$ cat config.mk
export PLATFORM = sky130hd
export DESIGN_NAME = tm_monitor
export DESIGN_NICKNAME = d
export VERILOG_FILES = /design/src/rtl/tm_pkg.sv /design/src/rtl/tm_smb_target.sv /design/src/rtl/tm_monitor.sv
export SDC_FILE = /design/constraint.sdc
export NUM_CORES = 1
export LEC_CHECK = 0
export BUFFER_PORTS_ARGS = -buffer_cell sky130_fd_sc_hd__buf_2
export CAP_MARGIN = 20
export CELL_PAD_IN_SITES_DETAIL_PLACEMENT = 2
export CELL_PAD_IN_SITES_GLOBAL_PLACEMENT = 2
export CORE_ASPECT_RATIO = 1.5
export CORE_MARGIN = 4
export CORE_UTILIZATION = 36
export DETAILED_ROUTE_END_ITERATION = 10
export PLACE_DENSITY_LB_ADDON = 0.12
export RECOVER_POWER = 25
export REMOVE_ABC_BUFFERS = 1
export SLEW_MARGIN = 20
export SYNTH_ARGS = -nofsm -noshare
export SYNTH_HDL_FRONTEND = slang
export SYNTH_HIERARCHICAL = 1
export SYNTH_SLANG_ARGS = --single-unit
$ cat constraint.sdc
create_clock -name pclk -period 4.78 [get_ports pclk]
set_input_delay 0.956 -clock pclk [delete_from_list [all_inputs] [get_ports pclk]]
set_output_delay 0.956 -clock pclk [all_outputs]
set_load 0.01 [all_outputs]
$ cat src/rtl/tm_pkg.sv
// Shared constants and carrier types of the temperature monitor core
package tm_pkg;
    // Timing
    localparam int unsigned CLK_HZ = 20_000_000;
    localparam int unsigned CONV_US = 31_250;
    localparam int unsigned CONV_CYC = CONV_US * (CLK_HZ / 1_000_000);
    localparam int unsigned TMO_MIN_MS = 25;
    localparam int unsigned TMO_CYC = TMO_MIN_MS * (CLK_HZ / 1_000);
    localparam int unsigned FAN_CLK_HZ = 90_000;
    localparam int unsigned FAN_DIV = CLK_HZ / FAN_CLK_HZ;
    localparam int unsigned PWM_HZ = 25_000;
    localparam int unsigned PWM_STEPS = 64;
    localparam int unsigned PWM_DIV = CLK_HZ / (PWM_HZ * PWM_STEPS);
    // Register indices; APB byte address is four times the index
    localparam logic [7:0] REG_LOCAL = 8'h00;
    localparam logic [7:0] REG_RT_HI = 8'h01;
    localparam logic [7:0] REG_RT_LO = 8'h02;
    localparam logic [7:0] REG_CFG = 8'h03;
    localparam logic [7:0] REG_RATE = 8'h04;
    localparam logic [7:0] REG_LHIGH = 8'h05;
    localparam logic [7:0] REG_RHIGH_HI = 8'h06;
    localparam logic [7:0] REG_RHIGH_LO = 8'h07;
    localparam logic [7:0] REG_RLOW_HI = 8'h08;
    localparam logic [7:0] REG_RLOW_LO = 8'h09;
    localparam logic [7:0] REG_RCRIT_HI = 8'h0A;
    localparam logic [7:0] REG_RCRIT_LO = 8'h0B;
    localparam logic [7:0] REG_HYST = 8'h0C;
    localparam logic [7:0] REG_OFFS_HI = 8'h0D;
    localparam logic [7:0] REG_OFFS_LO = 8'h0E;
    localparam logic [7:0] REG_STATUS = 8'h0F;
    localparam logic [7:0] REG_DUTY = 8'h10;
    localparam logic [7:0] REG_TACH_LO = 8'h11;
    localparam logic [7:0] REG_TACH_HI = 8'h12;
    // Configuration bits
    localparam int CFG_SMART = 0;
    localparam int CFG_TACH_SEL = 2;
    localparam int CFG_PWM_OFF_SB = 5;
    localparam int CFG_STANDBY = 6;
    localparam int CFG_ALERT_MASK = 7;
    // Alert status bits (busy is bit 7)
    localparam int ST_RCRIT = 0;
    localparam int ST_RLOW = 1;
    localparam int ST_RHIGH = 2;
    localparam int ST_LHIGH = 3;
    // Reset values
    localparam logic [7:0] RST_CFG = 8'h00;
    localparam logic [7:0] RST_RATE = 8'h00;
    localparam logic [7:0] RST_LHIGH = 8'h46;
    localparam logic [15:0] RST_RHIGH = 16'h4600;
    localparam logic [15:0] RST_RLOW = 16'h0000;
    localparam logic [15:0] RST_RCRIT = 16'h5500;
    localparam logic [7:0] RST_HYST = 8'h04;
    localparam logic [7:0] RST_DUTY = 8'h00;

    typedef struct packed {
        logic wr;
        logic rd;
        logic [7:0] idx;
        logic [7:0] wdata;
    } tm_reg_req_t;

    typedef struct packed {
        logic [10:0] loc_code;
        logic [10:0] rem_code;
    } tm_adc_t;

    typedef enum logic [1:0] {
        CV_IDLE = 2'b00,
        CV_CONV = 2'b01,
        CV_WAIT = 2'b10
    } tm_conv_st_t;

    typedef enum logic [2:0] {
        SB_IDLE = 3'b000,
        SB_RX = 3'b001,
        SB_RACK = 3'b010,
        SB_TX = 3'b011,
        SB_TACK = 3'b100
    } tm_smb_st_t;
endpackage

$ cat src/rtl/tm_smb_target.sv
// Two-wire serial target: byte engine, register pointer and bus timeout
`timescale 1ns/1ps
module tm_smb_target import tm_pkg::*; #(
    parameter logic [6:0] DEV_ADDR = 7'h2A,  // Arbitrary bus address
    parameter int unsigned TIMEOUT_CYCLES = TMO_CYC
) (
    // Clock and reset
    input wire logic pclk,
    input wire logic presetn,
    // Bus pins
    input wire logic scl_i,
    input wire logic sda_i,
    output logic sda_oe_n,
    // Register access
    output tm_reg_req_t req,
    input wire logic [7:0] rdata
);
    typedef struct packed {
        logic [1:0] scl_s;
        logic [1:0] sda_s;
        logic scl_p;
        logic sda_p;
        tm_smb_st_t st;
        logic [7:0] sh;
        logic [3:0] cnt;
        logic adr;
        logic first;
        logic rw;
        logic nak;
        logic drv;
        logic [7:0] ptr;
        logic [19:0] tmo;
        tm_reg_req_t req;
    } tm_smb_state_t;

    tm_smb_state_t q, d;
    logic scl, sda, scl_r, scl_f, start, stop;

    assign scl = q.scl_s[1];
    assign sda = q.sda_s[1];
    assign scl_r = scl & ~q.scl_p;
    assign scl_f = ~scl & q.scl_p;
    assign start = scl & q.scl_p & q.sda_p & ~sda;
    assign stop = scl & q.scl_p & ~q.sda_p & sda;

    always_comb begin
        d = q;
        d.scl_s = {q.scl_s[0], scl_i};
        d.sda_s = {q.sda_s[0], sda_i};
        d.scl_p = scl;
        d.sda_p = sda;
        d.req.wr = 1'b0;
        d.req.rd = 1'b0;
        if (scl && sda) begin
            d.tmo = '0;
        end else if (q.tmo < 20'(TIMEOUT_CYCLES)) begin
            d.tmo = q.tmo + 20'h0_0001;
        end
        if (q.tmo >= 20'(TIMEOUT_CYCLES) || stop) begin
            d.st = SB_IDLE;
            d.drv = 1'b0;
        end else if (start) begin
            d.st = SB_RX;
            d.cnt = '0;
            d.adr = 1'b1;
            d.drv = 1'b0;
        end else begin
            case (q.st)
                SB_RX: begin
                    if (scl_r) begin
                        d.sh = {q.sh[6:0], sda};
                        d.cnt = q.cnt + 4'h1;
                    end else if (scl_f && q.cnt == 4'h8) begin
                        d.cnt = '0;
                        d.st = SB_RACK;
                        d.drv = 1'b1;
                        if (q.adr) begin
                            d.adr = 1'b0;
                            d.first = ~q.sh[0];
                            d.rw = q.sh[0];
                            if (q.sh[7:1] != DEV_ADDR) begin
                                d.st = SB_IDLE;
                                d.drv = 1'b0;
                            end
                        end else if (q.first) begin
                            d.ptr = q.sh;
                            d.first = 1'b0;
                        end else begin
                            d.req.wr = 1'b1;
                            d.req.wdata = q.sh;
                        end
                    end
                end
                SB_RACK: begin
                    if (scl_f && q.rw) begin
                        d.sh = rdata;
                        d.drv = ~rdata[7];
                        d.req.rd = 1'b1;
                        d.st = SB_TX;
                    end else if (scl_f) begin
                        d.drv = 1'b0;
                        d.st = SB_RX;
                    end
                end
                SB_TX: begin
                    if (scl_r) begin
                        d.cnt = q.cnt + 4'h1;
                    end else if (scl_f && q.cnt == 4'h8) begin
                        d.drv = 1'b0;
                        d.cnt = '0;
                        d.st = SB_TACK;
                    end else if (scl_f) begin
                        d.sh = {q.sh[6:0], 1'b0};
                        d.drv = ~q.sh[6];
                    end
                end
                SB_TACK: begin
                    if (scl_r) begin
                        d.nak = sda;
                    end else if (scl_f && q.nak) begin
                        d.st = SB_IDLE;
                    end else if (scl_f) begin
                        d.sh = rdata;
                        d.drv = ~rdata[7];
                        d.req.rd = 1'b1;
                        d.st = SB_TX;
                    end
                end
                default: d.st = SB_IDLE;
            endcase
        end
        d.req.idx = d.ptr;
    end

    always_ff @(posedge pclk or negedge presetn) begin
        if (!presetn) begin
            q <= '{scl_s: 2'b11, sda_s: 2'b11, scl_p: 1'b1, sda_p: 1'b1,
                   st: SB_IDLE, default: '0};
        end else begin
            q <= d;
        end
    end

    assign sda_oe_n = ~q.drv;
    assign req = q.req;
endmodule // tm_smb_target

$ cat src/rtl/tm_monitor.sv
// Temperature monitor core: conversions, limits, alert, fan, APB registers
`timescale 1ns/1ps

module tm_monitor import tm_pkg::*; #(
    parameter int unsigned CONV_CYCLES = CONV_CYC,
    parameter int unsigned TIMEOUT_CYCLES = TMO_CYC,
    parameter logic [6:0] DEV_ADDR = 7'h2A  // Arbitrary bus address
) (
    // Clock and reset
    input wire logic pclk,
    input wire logic presetn,
    // APB slave
    input wire logic [11:0] paddr,
    input wire logic psel,
    input wire logic penable,
    input wire logic pwrite,
    input wire logic [31:0] pwdata,
    output logic [31:0] prdata,
    output logic pready,
    output logic pslverr,
    // Serial bus pins
    input wire logic scl_i,
    input wire logic sda_i,
    output logic sda_oe_n,
    // Converter front end
    output logic adc_start,
    input wire tm_adc_t adc,
    // Shared alert / fan pulse pin
    input wire logic alert_tach_i,
    output logic alert_tach_oe_n,
    // Fan drive and power state
    output logic pwm_oe_n,
    output logic low_power
);
    typedef struct packed {
        logic [31:0] prdata;
        logic pslverr;
        logic [7:0] cfg;
        logic [7:0] rate;
        logic [7:0] lhigh;
        logic [15:0] rhigh;
        logic [15:0] rlow;
        logic [15:0] rcrit;
        logic [7:0] hyst;
        logic [15:0] offs;
        logic [7:0] duty;
        logic [7:0] lt;
        logic [15:0] rt;
        logic [3:0] status;
        logic [3:0] act;
        logic [15:0] tach;
        tm_conv_st_t cst;
        logic [19:0] ccnt;
        logic [3:0] wcnt;
        logic start;
        logic [1:0] t_s;
        logic t_p;
        logic [7:0] fdiv;
        logic [15:0] fcnt;
        logic [3:0] pdiv;
        logic [5:0] pcnt;
        logic pwm_on;
        logic alert;
    } tm_state_t;

    tm_state_t q, d;
    tm_reg_req_t smb_req;
    logic [7:0] smb_rdata;
    logic [7:0] apb_idx;
    logic apb_map, apb_wr, apb_rd;
    logic [8:0] apb_rd_val, smb_rd_val;
    logic [7:0] lt_new;
    logic [15:0] rt_new;
    logic signed [8:0] ltx, lhx, hl;
    logic signed [16:0] rtx, rhx, rlx, rcx, hr;
    logic [3:0] act_new;
    logic conv_end, wait_end, pwm_run, tick, step, tach_edge;

    ////////////////////////////////////////////////////////////////////////
    // Register access helpers

    function automatic logic [8:0] reg_read(tm_state_t s, logic [7:0] idx);
        logic [8:0] r;
        r = {1'b1, 8'h00};
        case (idx)
            REG_LOCAL: r[7:0] = s.lt;
            REG_RT_HI: r[7:0] = s.rt[15:8];
            REG_RT_LO: r[7:0] = s.rt[7:0];
            REG_CFG: r[7:0] = s.cfg;
            REG_RATE: r[7:0] = s.rate;
            REG_LHIGH: r[7:0] = s.lhigh;
            REG_RHIGH_HI: r[7:0] = s.rhigh[15:8];
            REG_RHIGH_LO: r[7:0] = s.rhigh[7:0];
            REG_RLOW_HI: r[7:0] = s.rlow[15:8];
            REG_RLOW_LO: r[7:0] = s.rlow[7:0];
            REG_RCRIT_HI: r[7:0] = s.rcrit[15:8];
            REG_RCRIT_LO: r[7:0] = s.rcrit[7:0];
            REG_HYST: r[7:0] = s.hyst;
            REG_OFFS_HI: r[7:0] = s.offs[15:8];
            REG_OFFS_LO: r[7:0] = s.offs[7:0];
            REG_STATUS: r[7:0] = {s.cst == CV_CONV, 3'b000, s.status};
            REG_DUTY: r[7:0] = s.duty;
            REG_TACH_LO: r[7:0] = s.tach[7:0];
            REG_TACH_HI: r[7:0] = s.tach[15:8];
            default: r = 9'h000;
        endcase
        return r;
    endfunction

    function automatic tm_state_t reg_write(tm_state_t s, logic [7:0] idx,
                                            logic [7:0] v);
        tm_state_t r;
        r = s;
        case (idx)
            REG_CFG: r.cfg = v;
            REG_RATE: r.rate = v;
            REG_LHIGH: r.lhigh = v;
            REG_RHIGH_HI: r.rhigh[15:8] = v;
            REG_RHIGH_LO: r.rhigh[7:0] = v;
            REG_RLOW_HI: r.rlow[15:8] = v;
            REG_RLOW_LO: r.rlow[7:0] = v;
            REG_RCRIT_HI: r.rcrit[15:8] = v;
            REG_RCRIT_LO: r.rcrit[7:0] = v;
            REG_HYST: r.hyst = v;
            REG_OFFS_HI: r.offs[15:8] = v;
            REG_OFFS_LO: r.offs[7:0] = v;
            REG_DUTY: r.duty = v;
            default: r = s;
        endcase
        return r;
    endfunction

    ////////////////////////////////////////////////////////////////////////
    // Serial target

    tm_smb_target #(
        .DEV_ADDR(DEV_ADDR),
        .TIMEOUT_CYCLES(TIMEOUT_CYCLES)
    ) u_smb (
        .pclk(pclk),
        .presetn(presetn),
        .scl_i(scl_i),
        .sda_i(sda_i),
        .sda_oe_n(sda_oe_n),
        .req(smb_req),
        .rdata(smb_rdata)
    );

    assign smb_rd_val = reg_read(q, smb_req.idx);
    assign smb_rdata = smb_rd_val[7:0];

    ////////////////////////////////////////////////////////////////////////
    // Measurement formatting and limit comparison

    // Converter delivers sign plus ten magnitude bits, three fractional
    assign lt_new = adc.loc_code[10:3];
    // Offset wraps rather than saturates at the extremes of the range
    assign rt_new = {adc.rem_code, 5'h00} + q.offs;
    assign ltx = {lt_new[7], lt_new};
    assign lhx = {q.lhigh[7], q.lhigh};
    assign hl = {1'b0, q.hyst};
    assign rtx = {rt_new[15], rt_new};
    assign rhx = {q.rhigh[15], q.rhigh};
    assign rlx = {q.rlow[15], q.rlow};
    assign rcx = {q.rcrit[15], q.rcrit};
    assign hr = {1'b0, q.hyst, 8'h00};

    // A violation holds until the reading is back past the limit by hyst
    assign act_new[ST_LHIGH] = (ltx > lhx)
        | (q.act[ST_LHIGH] & (ltx > lhx - hl));
    assign act_new[ST_RHIGH] = (rtx > rhx)
        | (q.act[ST_RHIGH] & (rtx > rhx - hr));
    assign act_new[ST_RCRIT] = (rtx > rcx)
        | (q.act[ST_RCRIT] & (rtx > rcx - hr));
    assign act_new[ST_RLOW] = (rtx < rlx)
        | (q.act[ST_RLOW] & (rtx < rlx + hr));

    ////////////////////////////////////////////////////////////////////////
    // Strobes and APB decode

    assign conv_end = q.ccnt == 20'(CONV_CYCLES - 1);
    assign wait_end = conv_end && q.wcnt == 4'h1;
    assign tick = q.fdiv == 8'(FAN_DIV - 1);
    assign step = q.pdiv == 4'(PWM_DIV - 1);
    assign tach_edge = q.t_s[1] & ~q.t_p;
    assign pwm_run = ~(q.cfg[CFG_STANDBY] & q.cfg[CFG_PWM_OFF_SB]);
    assign apb_idx = paddr[9:2];
    assign apb_map = paddr[11:10] == 2'b00 && paddr[1:0] == 2'b00;
    assign apb_rd_val = reg_read(q, apb_idx);
    assign apb_wr = psel & penable & pwrite & apb_map;
    assign apb_rd = psel & penable & ~pwrite;

    ////////////////////////////////////////////////////////////////////////
    // Next state

    always_comb begin
        d = q;
        d.start = 1'b0;
        // Read data is captured in the setup phase for a zero-wait answer
        if (psel && !penable) begin
            d.prdata = {24'h00_0000, apb_rd_val[7:0]};
            d.pslverr = ~(apb_map & apb_rd_val[8]);
        end
        if (smb_req.wr) begin
            d = reg_write(d, smb_req.idx, smb_req.wdata);
        end
        if (apb_wr) begin
            d = reg_write(d, apb_idx, pwdata[7:0]);
        end
        if ((smb_req.rd && smb_req.idx == REG_STATUS)
                || (apb_rd && apb_map && apb_idx == REG_STATUS)) begin
            d.status = '0;
        end

        // Conversion sequencer
        case (q.cst)
            CV_IDLE: begin
                if (!q.cfg[CFG_STANDBY]) begin
                    d.cst = CV_CONV;
                    d.ccnt = '0;
                    d.start = 1'b1;
                end
            end
            CV_CONV: begin
                if (conv_end) begin
                    d.lt = lt_new;
                    d.rt = rt_new;
                    d.act = act_new;
                    d.status = d.status | act_new;
                    d.ccnt = '0;
                    d.wcnt = q.rate[3:0];
                    if (q.cfg[CFG_STANDBY]) begin
                        d.cst = CV_IDLE;
                    end else if (q.rate[3:0] == 4'h0) begin
                        d.start = 1'b1;
                    end else begin
                        d.cst = CV_WAIT;
                    end
                end else begin
                    d.ccnt = q.ccnt + 20'h0_0001;
                end
            end
            CV_WAIT: begin
                // Idle time is whole conversion periods, one per rate step
                if (q.cfg[CFG_STANDBY]) begin
                    d.cst = CV_IDLE;
                end else if (wait_end) begin
                    d.cst = CV_CONV;
                    d.ccnt = '0;
                    d.start = 1'b1;
                end else if (conv_end) begin
                    d.ccnt = '0;
                    d.wcnt = q.wcnt - 4'h1;
                end else begin
                    d.ccnt = q.ccnt + 20'h0_0001;
                end
            end
            default: d.cst = CV_IDLE;
        endcase

        // Fan pulse period, in fan counter ticks between rising edges
        d.t_s = {q.t_s[0], alert_tach_i};
        d.t_p = q.t_s[1];
        d.fdiv = tick ? 8'h00 : q.fdiv + 8'h01;
        if (tick && q.fcnt != 16'hFFFF) begin
            d.fcnt = q.fcnt + 16'h0001;
        end
        if (q.cfg[CFG_TACH_SEL] && tach_edge
                && (!q.cfg[CFG_SMART] || q.pwm_on)) begin
            d.tach = q.fcnt;
            d.fcnt = '0;
        end

        // Fan PWM: released (fan on) while the step count is below duty
        d.pdiv = step ? 4'h0 : q.pdiv + 4'h1;
        if (step) begin
            d.pcnt = q.pcnt + 6'h01;
        end
        d.pwm_on = pwm_run && ({2'b00, q.pcnt} < q.duty);

        // Alert only in alert mode and while unmasked
        d.alert = ~q.cfg[CFG_TACH_SEL] & ~q.cfg[CFG_ALERT_MASK]
            & (|q.status);
    end

    ////////////////////////////////////////////////////////////////////////
    // State register

    always_ff @(posedge pclk or negedge presetn) begin
        if (!presetn) begin
            q <= '{cfg: RST_CFG, rate: RST_RATE, lhigh: RST_LHIGH,
                   rhigh: RST_RHIGH, rlow: RST_RLOW, rcrit: RST_RCRIT,
                   hyst: RST_HYST, duty: RST_DUTY, cst: CV_IDLE,
                   default: '0};
        end else begin
            q <= d;
        end
    end

    ////////////////////////////////////////////////////////////////////////
    // Outputs

    assign prdata = q.prdata;
    assign pslverr = q.pslverr;
    assign pready = 1'b1;
    assign adc_start = q.start;
    assign alert_tach_oe_n = ~q.alert;
    assign pwm_oe_n = q.pwm_on;
    assign low_power = q.cst == CV_IDLE;
endmodule // tm_monitor

==> impl_metrics.py, run 1 <==
metrics = {
    "cts": {
        "cts_buffers": 35,
        "postCtsSetupBuffers": 0,
        "root_buffer": "clkbuf_16",
        "clockBufferDepth": 3,
        "clock_sinks": 291,
        "htreeDepth": 2,
        "clock_latency_ns": 0.59,
        "cts_tree": "yes",
        "clk_pin_slew_ns": 0.06,
    },
    "setup_path": {
        "start_kind": "primary input",
        "r2r_cells": 18,
        "path_class": "primary input to flip-flop",
        "cp_common_cell": "ha_1",
        "worstSetupEndpointType": "flip-flop",
        "worst_path_largest_cell_delay_ns": 0.42,
        "critPathMaxFanout": 3,
        "worstPathArrival_ns": 4.95,
        "cp_slowest_cell": "fa_1",
        "startpoint": "adc[0]",
        "cp.required_ns": 5.23,
        "rr_startpoint": "q[127]$_DFF_PN0_",
        "worstPathCellList": "buf_2 -> ha_1 -> fa_1 -> a21oi_1 -> nor2b_1 -> o311a_1 -> o41ai_2 -> o21ai_0 -> xnor2_1 -> buf_4 -> ha_1 -> a21o_1 -> a211o_1 -> nor4_2 -> nor4_1 -> a31o_2 -> o31a_1 -> o31ai_1 -> nand2_1",
    },
    "outcome": {
        "violations": "capacitance limit, slew limit",
        "outcome": "finished, violations left",
    },
    "die": {
        "initial_core_util_pct": 36.3,
        "dieArea_um2": 60200,
        "io_pins": 113,
        "core_area_um2": 55700,
        "die_x_um": 202,
        "die_h_um": 298,
        "core.rowCount": 106,
    },
    "cells_and_area": {
        "syn_to_final_growth_pct": 11.6,
        "drive_gt1_share_pct": 13.2,
        "design_area_um2": 22600,
        "antenna_cells": 0,
        "nNetsFinal": 2532,
        "mostFrequentLayoutCell": "dfrtp_1",
        "final_cell_mix": "dfrtp_1, nand2_1, nor2_1",
        "final_core_util_pct": 40.5,
    },
    "power_and_ir_drop": {
        "totalPowerFinal_mw": 6.13,
        "p_leak_nw": 10.7,
        "peakVddDrop_mv": 0.264,
        "power_density_nw_per_um2": 272,
    },
    "global_routing": {
        "grt_overflow_total": 0,
        "grt_pass1_wl_mm": 138,
        "grt_max_degree": 101,
        "use_met3_pct": 4.57,
        "grt.total_usage_pct": 30.6,
        "busiest_layer": "met2",
        "antenna_found_initial": 2,
        "groute.layer.met1.usage_pct": 31.6,
        "grtUsageMet2_pct": 54.8,
        "first_global_vias": 20700,
    },
    "yosys": {
        "ys_ff_latch": 291,
        "ys_warn_count": 6,
        "avgSynthCellArea_um2": 9.07,
        "synth_area_um2": 20200,
        "synth_cell_types": 93,
        "netlist_instances": 2232,
        "synth_edf_count": 0,
        "synth_flop_cell": "dfrtp_1",
        "ys_seq_area_share_pct": 36.1,
        "ys_async_sr_fraction_pct": 100,
    },
    "timing": {
        "rsz0062_at_grt": "false",
        "fmax_mhz": 222,
        "slew_violations": 48,
        "hold_viol": 0,
        "slew_headroom_pct": -120,
        "skew_ns": 0.0297,
        "fin_crit_ns": 4.50,
        "setup_viol": 0,
        "tightest_slew_ns": 3.31,
        "period_share_pct": 94.2,
    },
    "hold_path": {
        "hold_depth": 0,
        "hp-class": "flip-flop to flip-flop",
        "min_from": "d[38]$_DFF_PN0_",
    },
    "placement": {
        "placed_cell_area_um2": 21400,
        "dpl.hpwl_mm": 71.4,
        "io_buffers": 60,
        "gp_congestion": 1.07,
    },
    "routing": {
        "ant_nets": 0,
        "viasPerCell": 6.14,
        "drtIter0Drc": 1242,
        "wire_per_inst_um": 30.9,
        "drt_wl_total_mm": 93.5,
        "drc": 0,
        "vias": 18600,
        "dr.pass1.iters": 5,
    },
    "job": {
        "maxCapViolCount": 1,
    },
}
-- cell type report --
| class | count | area, um^2 |
|---|---|---|
| multi-input combinational | 1722 | 11900 |
| timing repair buffer | 141 | 945 |
| sequential | 291 | 7300 |
| tap | 702 | 878 |
| inverter | 111 | 417 |
| clock inverter | 11 | 139 |
| fill | 6135 | 33100 |
| clock buffer | 50 | 992 |
-- flip-flops by register name (all words and copies together), names as in the netlist, 2 cells and up --
signal     count
d              2
u_smb/q       42
q            198
u_smb/req     18
u_smb/d        4
prdata         8
lhx            8
hl             8
-- final timing paths --
kind | end | slack (ns)
worst max-delay path | q[84]$_DFFE_PN0P_ | 0.28
worst max register to register | q[84]$_DFFE_PN0P_ | 0.38
worst min-delay path | d[36]$_DFF_PN0_ | 0.35
worst min register to register | d[36]$_DFF_PN0_ | 0.35
min in group asynchronous | q[96]$_DFFE_PN0P_ | 1.48
max in group asynchronous | u_smb/q[51]$_DFFE_PN0P_ | 1.09
-- logic make-up (layout without fill, tap and decap cells) --
group                      count (synthesis)  count (layout)  share of synthesized area [%]
and+or+nand+nor                          716             716                           17.1
AOI/OAI and AO/OA                        547             547                           17.4
DFF                                      291             291                           36.1
buffers and inverters                    242             313                           5.61
muxes                                    201             201                           10.6
adders and majority gates                157             157                           9.88
xor gates and xnor gates                  76              76                           3.29
other                                      2              25                         0.0371
-- through the flow --
step                setup TNS (ns)  setup slack [ns]  hold WS [ns]  std cells
floorplan                   -0.535            -0.276         0.331       2124
global placement            -0.943            -0.378         0.340       2966
detailed placement           -1.68            -0.531         0.346       2966
CTS                              0            0.0263         0.298       3027
global route                     0            0.0291         0.364       3028
finish                           0             0.276         0.351       3028
-- power breakdown --
part	switching (mW)	internal [mW]
registers	0.0896	2.52
logic	0.545	0.279
clock network	1.18	1.52
-- cells in the mapped netlist, types with 8 or more instances --
library cell,count,share of area (%)
a21oi_1,128,3.2
o21ai_0,175,4.3
a211oi_1,24,0.89
a22o_1,23,1.0
a32oi_1,14,0.61
a221oi_1,20,0.87
and2_1,12,0.37
mux2_2,62,3.4
a21o_1,30,1.1
nor3_1,29,0.72
a22oi_1,34,1.3
nand3_1,67,1.7
nor2_1,192,3.6
xor2_1,29,1.3
or3_1,9,0.28
nand2_1,248,4.6
nand2b_1,20,0.62
nand4_1,30,0.93
a222oi_1,13,0.64
a31oi_1,11,0.34
xnor2_1,47,2.0
o31ai_1,8,0.30
inv_1,111,2.1
buf_4,53,2.0
ha_1,151,9.3
nor4_1,8,0.25
dfrtp_1,274,34
buf_2,17,0.42
clkbuf_1,55,1.0
nor2b_1,23,0.71
and3_1,10,0.31
and4_1,11,0.48
mux2i_1,135,6.7
dfstp_2,17,2.2
-- worst max-delay path: cells and delay by family --
family / cells / cell delay, ns
AO/OA/AOI/OAI: 9 / 2.14
adder cells (fa/ha/maj): 3 / 0.97
AND/OR/NAND/NOR: 4 / 0.47
buffers and inverters: 2 / 0.28
XOR/XNOR: 1 / 0.15
-- metal layers --
layer	vias up	share of wire [%]
li1	8154	-
met1	9551	35
met2	556	51
met3	330	4.2
met4	4	10
met5	-	0.036
-- timing repair --
item	CTS	global route
setup endpoints to repair	0	4
hold buffers	0	0
resized for setup	0	2
Power figures use the tool's default switching activity.
==> inputs of run 2 (changes only) <==
--- a/config.mk
+++ b/config.mk
@@ -5,17 +5,19 @@
 export SDC_FILE = /design/constraint.sdc
 export NUM_CORES = 1
 export LEC_CHECK = 0
+export ABC_AREA = 1
 export BUFFER_PORTS_ARGS = -buffer_cell sky130_fd_sc_hd__buf_2
 export CAP_MARGIN = 20
 export CELL_PAD_IN_SITES_DETAIL_PLACEMENT = 2
 export CELL_PAD_IN_SITES_GLOBAL_PLACEMENT = 2
 export CORE_ASPECT_RATIO = 1.5
 export CORE_MARGIN = 4
-export CORE_UTILIZATION = 36
+export CORE_UTILIZATION = 34
 export DETAILED_ROUTE_END_ITERATION = 10
 export PLACE_DENSITY_LB_ADDON = 0.12
 export RECOVER_POWER = 25
 export REMOVE_ABC_BUFFERS = 1
+export SETUP_SLACK_MARGIN = 0.02
 export SLEW_MARGIN = 20
 export SYNTH_ARGS = -nofsm -noshare
 export SYNTH_HDL_FRONTEND = slang
==> run 2 against run 1 <==
The flow still finishes with violations (capacitance limit, slew limit). Sequential share of layout area up 0.25 points. Critical path depth grew 3. Die area rose by 6.3%. Clock power grew 4%. Combinational power shrank 31%. First-iteration DRC count fell by 19%. Sequential cell count stayed put. Final cell count increased by 15%. Worst hold slack better by 0.00051 ns. Non-clock buffer count is 58 lower. Clock skew shrank 0.015 ns. Synthesized cell count rose by 19%. Critical path type unchanged. Critical endpoint is now q[87]$_DFF_PN0_. Largest power group unchanged.
==> impl_metrics.py, run 2 <==
metrics = {
    "outcome": {
        "outcome": "finished, violations left",
        "violations": "capacitance limit, slew limit",
    },
    "routing": {
        "ant_nets": 0,
        "wire_per_inst_um": 26.2,
        "vias": 19700,
        "drt_wl_total_mm": 91.2,
        "viasPerCell": 5.67,
        "drc": 0,
        "drtIter0Drc": 1012,
        "dr.pass1.iters": 5,
    },
    "timing": {
        "period_share_pct": 83.6,
        "timing.hold.ws_ns": 0.352,
        "tightest_slew_ns": 2.81,
        "rsz0062_at_grt": "false",
        "slew_headroom_pct": -87.2,
        "final.setup.tns_ns": 0,
        "setup_viol": 0,
        "fin_crit_ns": 4.00,
        "skew_ns": 0.0142,
        "fmax_mhz": 250,
        "hold_viol": 0,
        "slew_violations": 91,
    },
    "job": {
        "maxCapViolCount": 1,
    },
    "yosys": {
        "ys_ff_latch": 291,
        "netlist_instances": 2649,
        "synth_common_cells": "nand2_1, inv_1, dfrtp_1",
        "synth_edf_count": 0,
        "ys_seq_area_share_pct": 35.8,
        "ys_warn_count": 6,
        "yosysTopAreaCell": "dfrtp_1",
        "avgSynthCellArea_um2": 7.69,
        "ys_async_sr_fraction_pct": 100,
        "yosysMostFrequentCell": "nand2_1",
        "synth_area_um2": 20400,
        "synth_top_area_share_pct": 33.7,
        "synth_flop_cell": "dfrtp_1",
        "synthTopCellsByArea": "dfrtp_1, nand2_1, ha_1, inv_1, o21ai_0",
        "synth_cell_types": 67,
    },
    "cts": {
        "cts_tree": "yes",
        "postCtsSetupBuffers": 0,
        "clk_pin_slew_ns": 0.06,
        "cts_resized": 0,
        "clock_sinks": 291,
        "cts_hold_buf": 0,
        "clock_latency_ns": 0.56,
        "htreeDepth": 2,
        "root_buffer": "clkbuf_16",
        "cts_buffers": 36,
        "clockBufferDepth": 3,
    },
    "cells_and_area": {
        "syn_to_final_growth_pct": 10.0,
        "area.sequential_um2": 7300,
        "design_area_um2": 22400,
        "fillCellCount": 6916,
        "final_core_util_pct": 37.9,
        "antenna_cells": 0,
        "multi_input_area_um2": 11000,
        "mostFrequentLayoutCell": "nand2_1",
        "fin_cells": 3478,
        "final_cell_mix": "nand2_1, inv_1, dfrtp_1",
        "largest_reg_flops": 198,
        "nNetsFinal": 2908,
        "drive_gt1_share_pct": 9.44,
        "largest_register": "q",
    },
    "global_routing": {
        "grt.total_usage_pct": 28.0,
        "antenna_found_initial": 0,
        "first_global_vias": 22000,
        "grt_pass1_wl_mm": 137,
        "grt_max_degree": 93,
        "grt_overflow_total": 0,
    },
    "die": {
        "core.rowCount": 109,
        "die_x_um": 208,
        "initial_core_util_pct": 34.4,
        "dieArea_um2": 64000,
        "die_h_um": 308,
        "io_pins": 113,
        "core_area_um2": 59200,
    },
    "setup_path": {
        "critPathMaxFanout": 7,
        "start_kind": "primary input",
        "cp.required_ns": 5.22,
        "worstPathArrival_ns": 4.43,
        "r2r_cells": 21,
        "reg2reg_to": "q[87]$_DFF_PN0_",
        "endpoint": "q[87]$_DFF_PN0_",
        "worstSetupEndpointType": "flip-flop",
        "path_class": "primary input to flip-flop",
        "startpoint": "adc[0]",
        "rr_startpoint": "q[127]$_DFF_PN0_",
        "rrSetupSlack_ns": 0.89,
    },
    "placement": {
        "dp_cells": 3417,
        "placed_cell_area_um2": 21300,
        "dpl.hpwl_mm": 70.7,
        "gp_congestion": 0.984,
        "io_buffers": 60,
    },
    "power_and_ir_drop": {
        "p_sw_mw": 1.63,
        "intPower_mw": 4.36,
        "clockPowerShare_pct": 47.0,
        "netSwitchingFraction_pct": 27.2,
        "power_density_nw_per_um2": 267,
        "p_leak_nw": 10.6,
        "combPwrFrac_pct": 9.4,
        "peakVddDrop_mv": 0.224,
        "seqPwrFrac_pct": 43.6,
    },
    "hold_path": {
        "hp-class": "flip-flop to flip-flop",
    },
}
## run 2: how the worst min path moves through the flow
stage	startpoint	to	slack, ns	cells past startpoint
after floorplan	d[38]$_DFF_PN0_	d[36]$_DFF_PN0_	0.33	0
after global placement	d[38]$_DFF_PN0_	d[36]$_DFF_PN0_	0.34	0
after detailed placement	d[38]$_DFF_PN0_	d[36]$_DFF_PN0_	0.34	0
after CTS	d[38]$_DFF_PN0_	d[36]$_DFF_PN0_	0.35	0
after global routing	d[38]$_DFF_PN0_	d[36]$_DFF_PN0_	0.35	0
final	d[38]$_DFF_PN0_	d[36]$_DFF_PN0_	0.35	0
## run 2: critical path, cell delays in order
cell       delay [ns]
buf_2            0.11
ha_1             0.25
fa_1             0.42
nand3_1          0.10
nand2_1          0.10
nand2_1          0.09
o211ai_1         0.12
nand2_1          0.08
nand2_1          0.05
a21oi_1          0.14
xor2_1           0.19
buf_4            0.25
ha_1             0.30
nand2_1          0.09
inv_1            0.05
nand3_1          0.09
a21oi_1          0.05
a2111oi_0        0.47
a21o_1           0.20
nand3_1          0.07
nand2_1          0.14
nand2_1          0.09
## run 2: kinds of logic (layout without fill, tap and decap cells)
| kind of cell | after synthesis | in the layout | share of synthesized area, % |
|---|---|---|---|
| AND/OR/NAND/NOR | 971 | 971 | 21.1 |
| other | 2 | 25 | 0.0369 |
| multiplexers | 14 | 14 | 0.768 |
| buffers and inverters | 502 | 531 | 10.5 |
| adder cells (fa/ha/maj) | 156 | 156 | 9.77 |
| flip-flops | 291 | 291 | 35.8 |
| AO/OA/AOI/OAI | 666 | 666 | 19.9 |
| XOR/XNOR | 47 | 47 | 2.02 |
## run 2: cell type report
| cell class | count | share of cell area [%] |
|---|---|---|
| clock inverters | 4 | 0.268 |
| repair buffers | 83 | 2.22 |
| multi-input cells | 1879 | 49.1 |
| flip-flops and latches | 291 | 32.6 |
| well taps | 777 | 4.34 |
| clock buffers | 57 | 5.00 |
| inverters | 387 | 6.48 |
## run 2: power by group through the flow
stage / logic (mW) / registers [mW] / clock network (mW)
3_5_place_dp: 0.573 / 2.66 / 0
5_1_grt: 0.644 / 2.62 / 3.00
6_report: 0.566 / 2.61 / 2.82
2_1_floorplan: 0.315 / 2.63 / 0
4_1_cts: 0.577 / 2.61 / 2.91
3_3_place_gp: 0.537 / 2.65 / 0
## run 2: routing by layer
layer | global-route usage [%] | wire length (um) | vias up
met1 | 30.3 | 34200 | 10000
li1 | - | - | 9023
met2 | 52.3 | 47400 | 454
met3 | 3.35 | 2990 | 226
met4 | 16.2 | 6630 | 0
met5 | 0 | 0 | -
## run 2: through the flow
step                      power [mW]  setup WS [ns]
after global routing            6.27          0.478
after detailed placement        3.23          0.187
final                           5.99          0.783
after floorplan                 2.95          0.668
after global placement          3.18          0.385
after CTS                       6.10          0.791
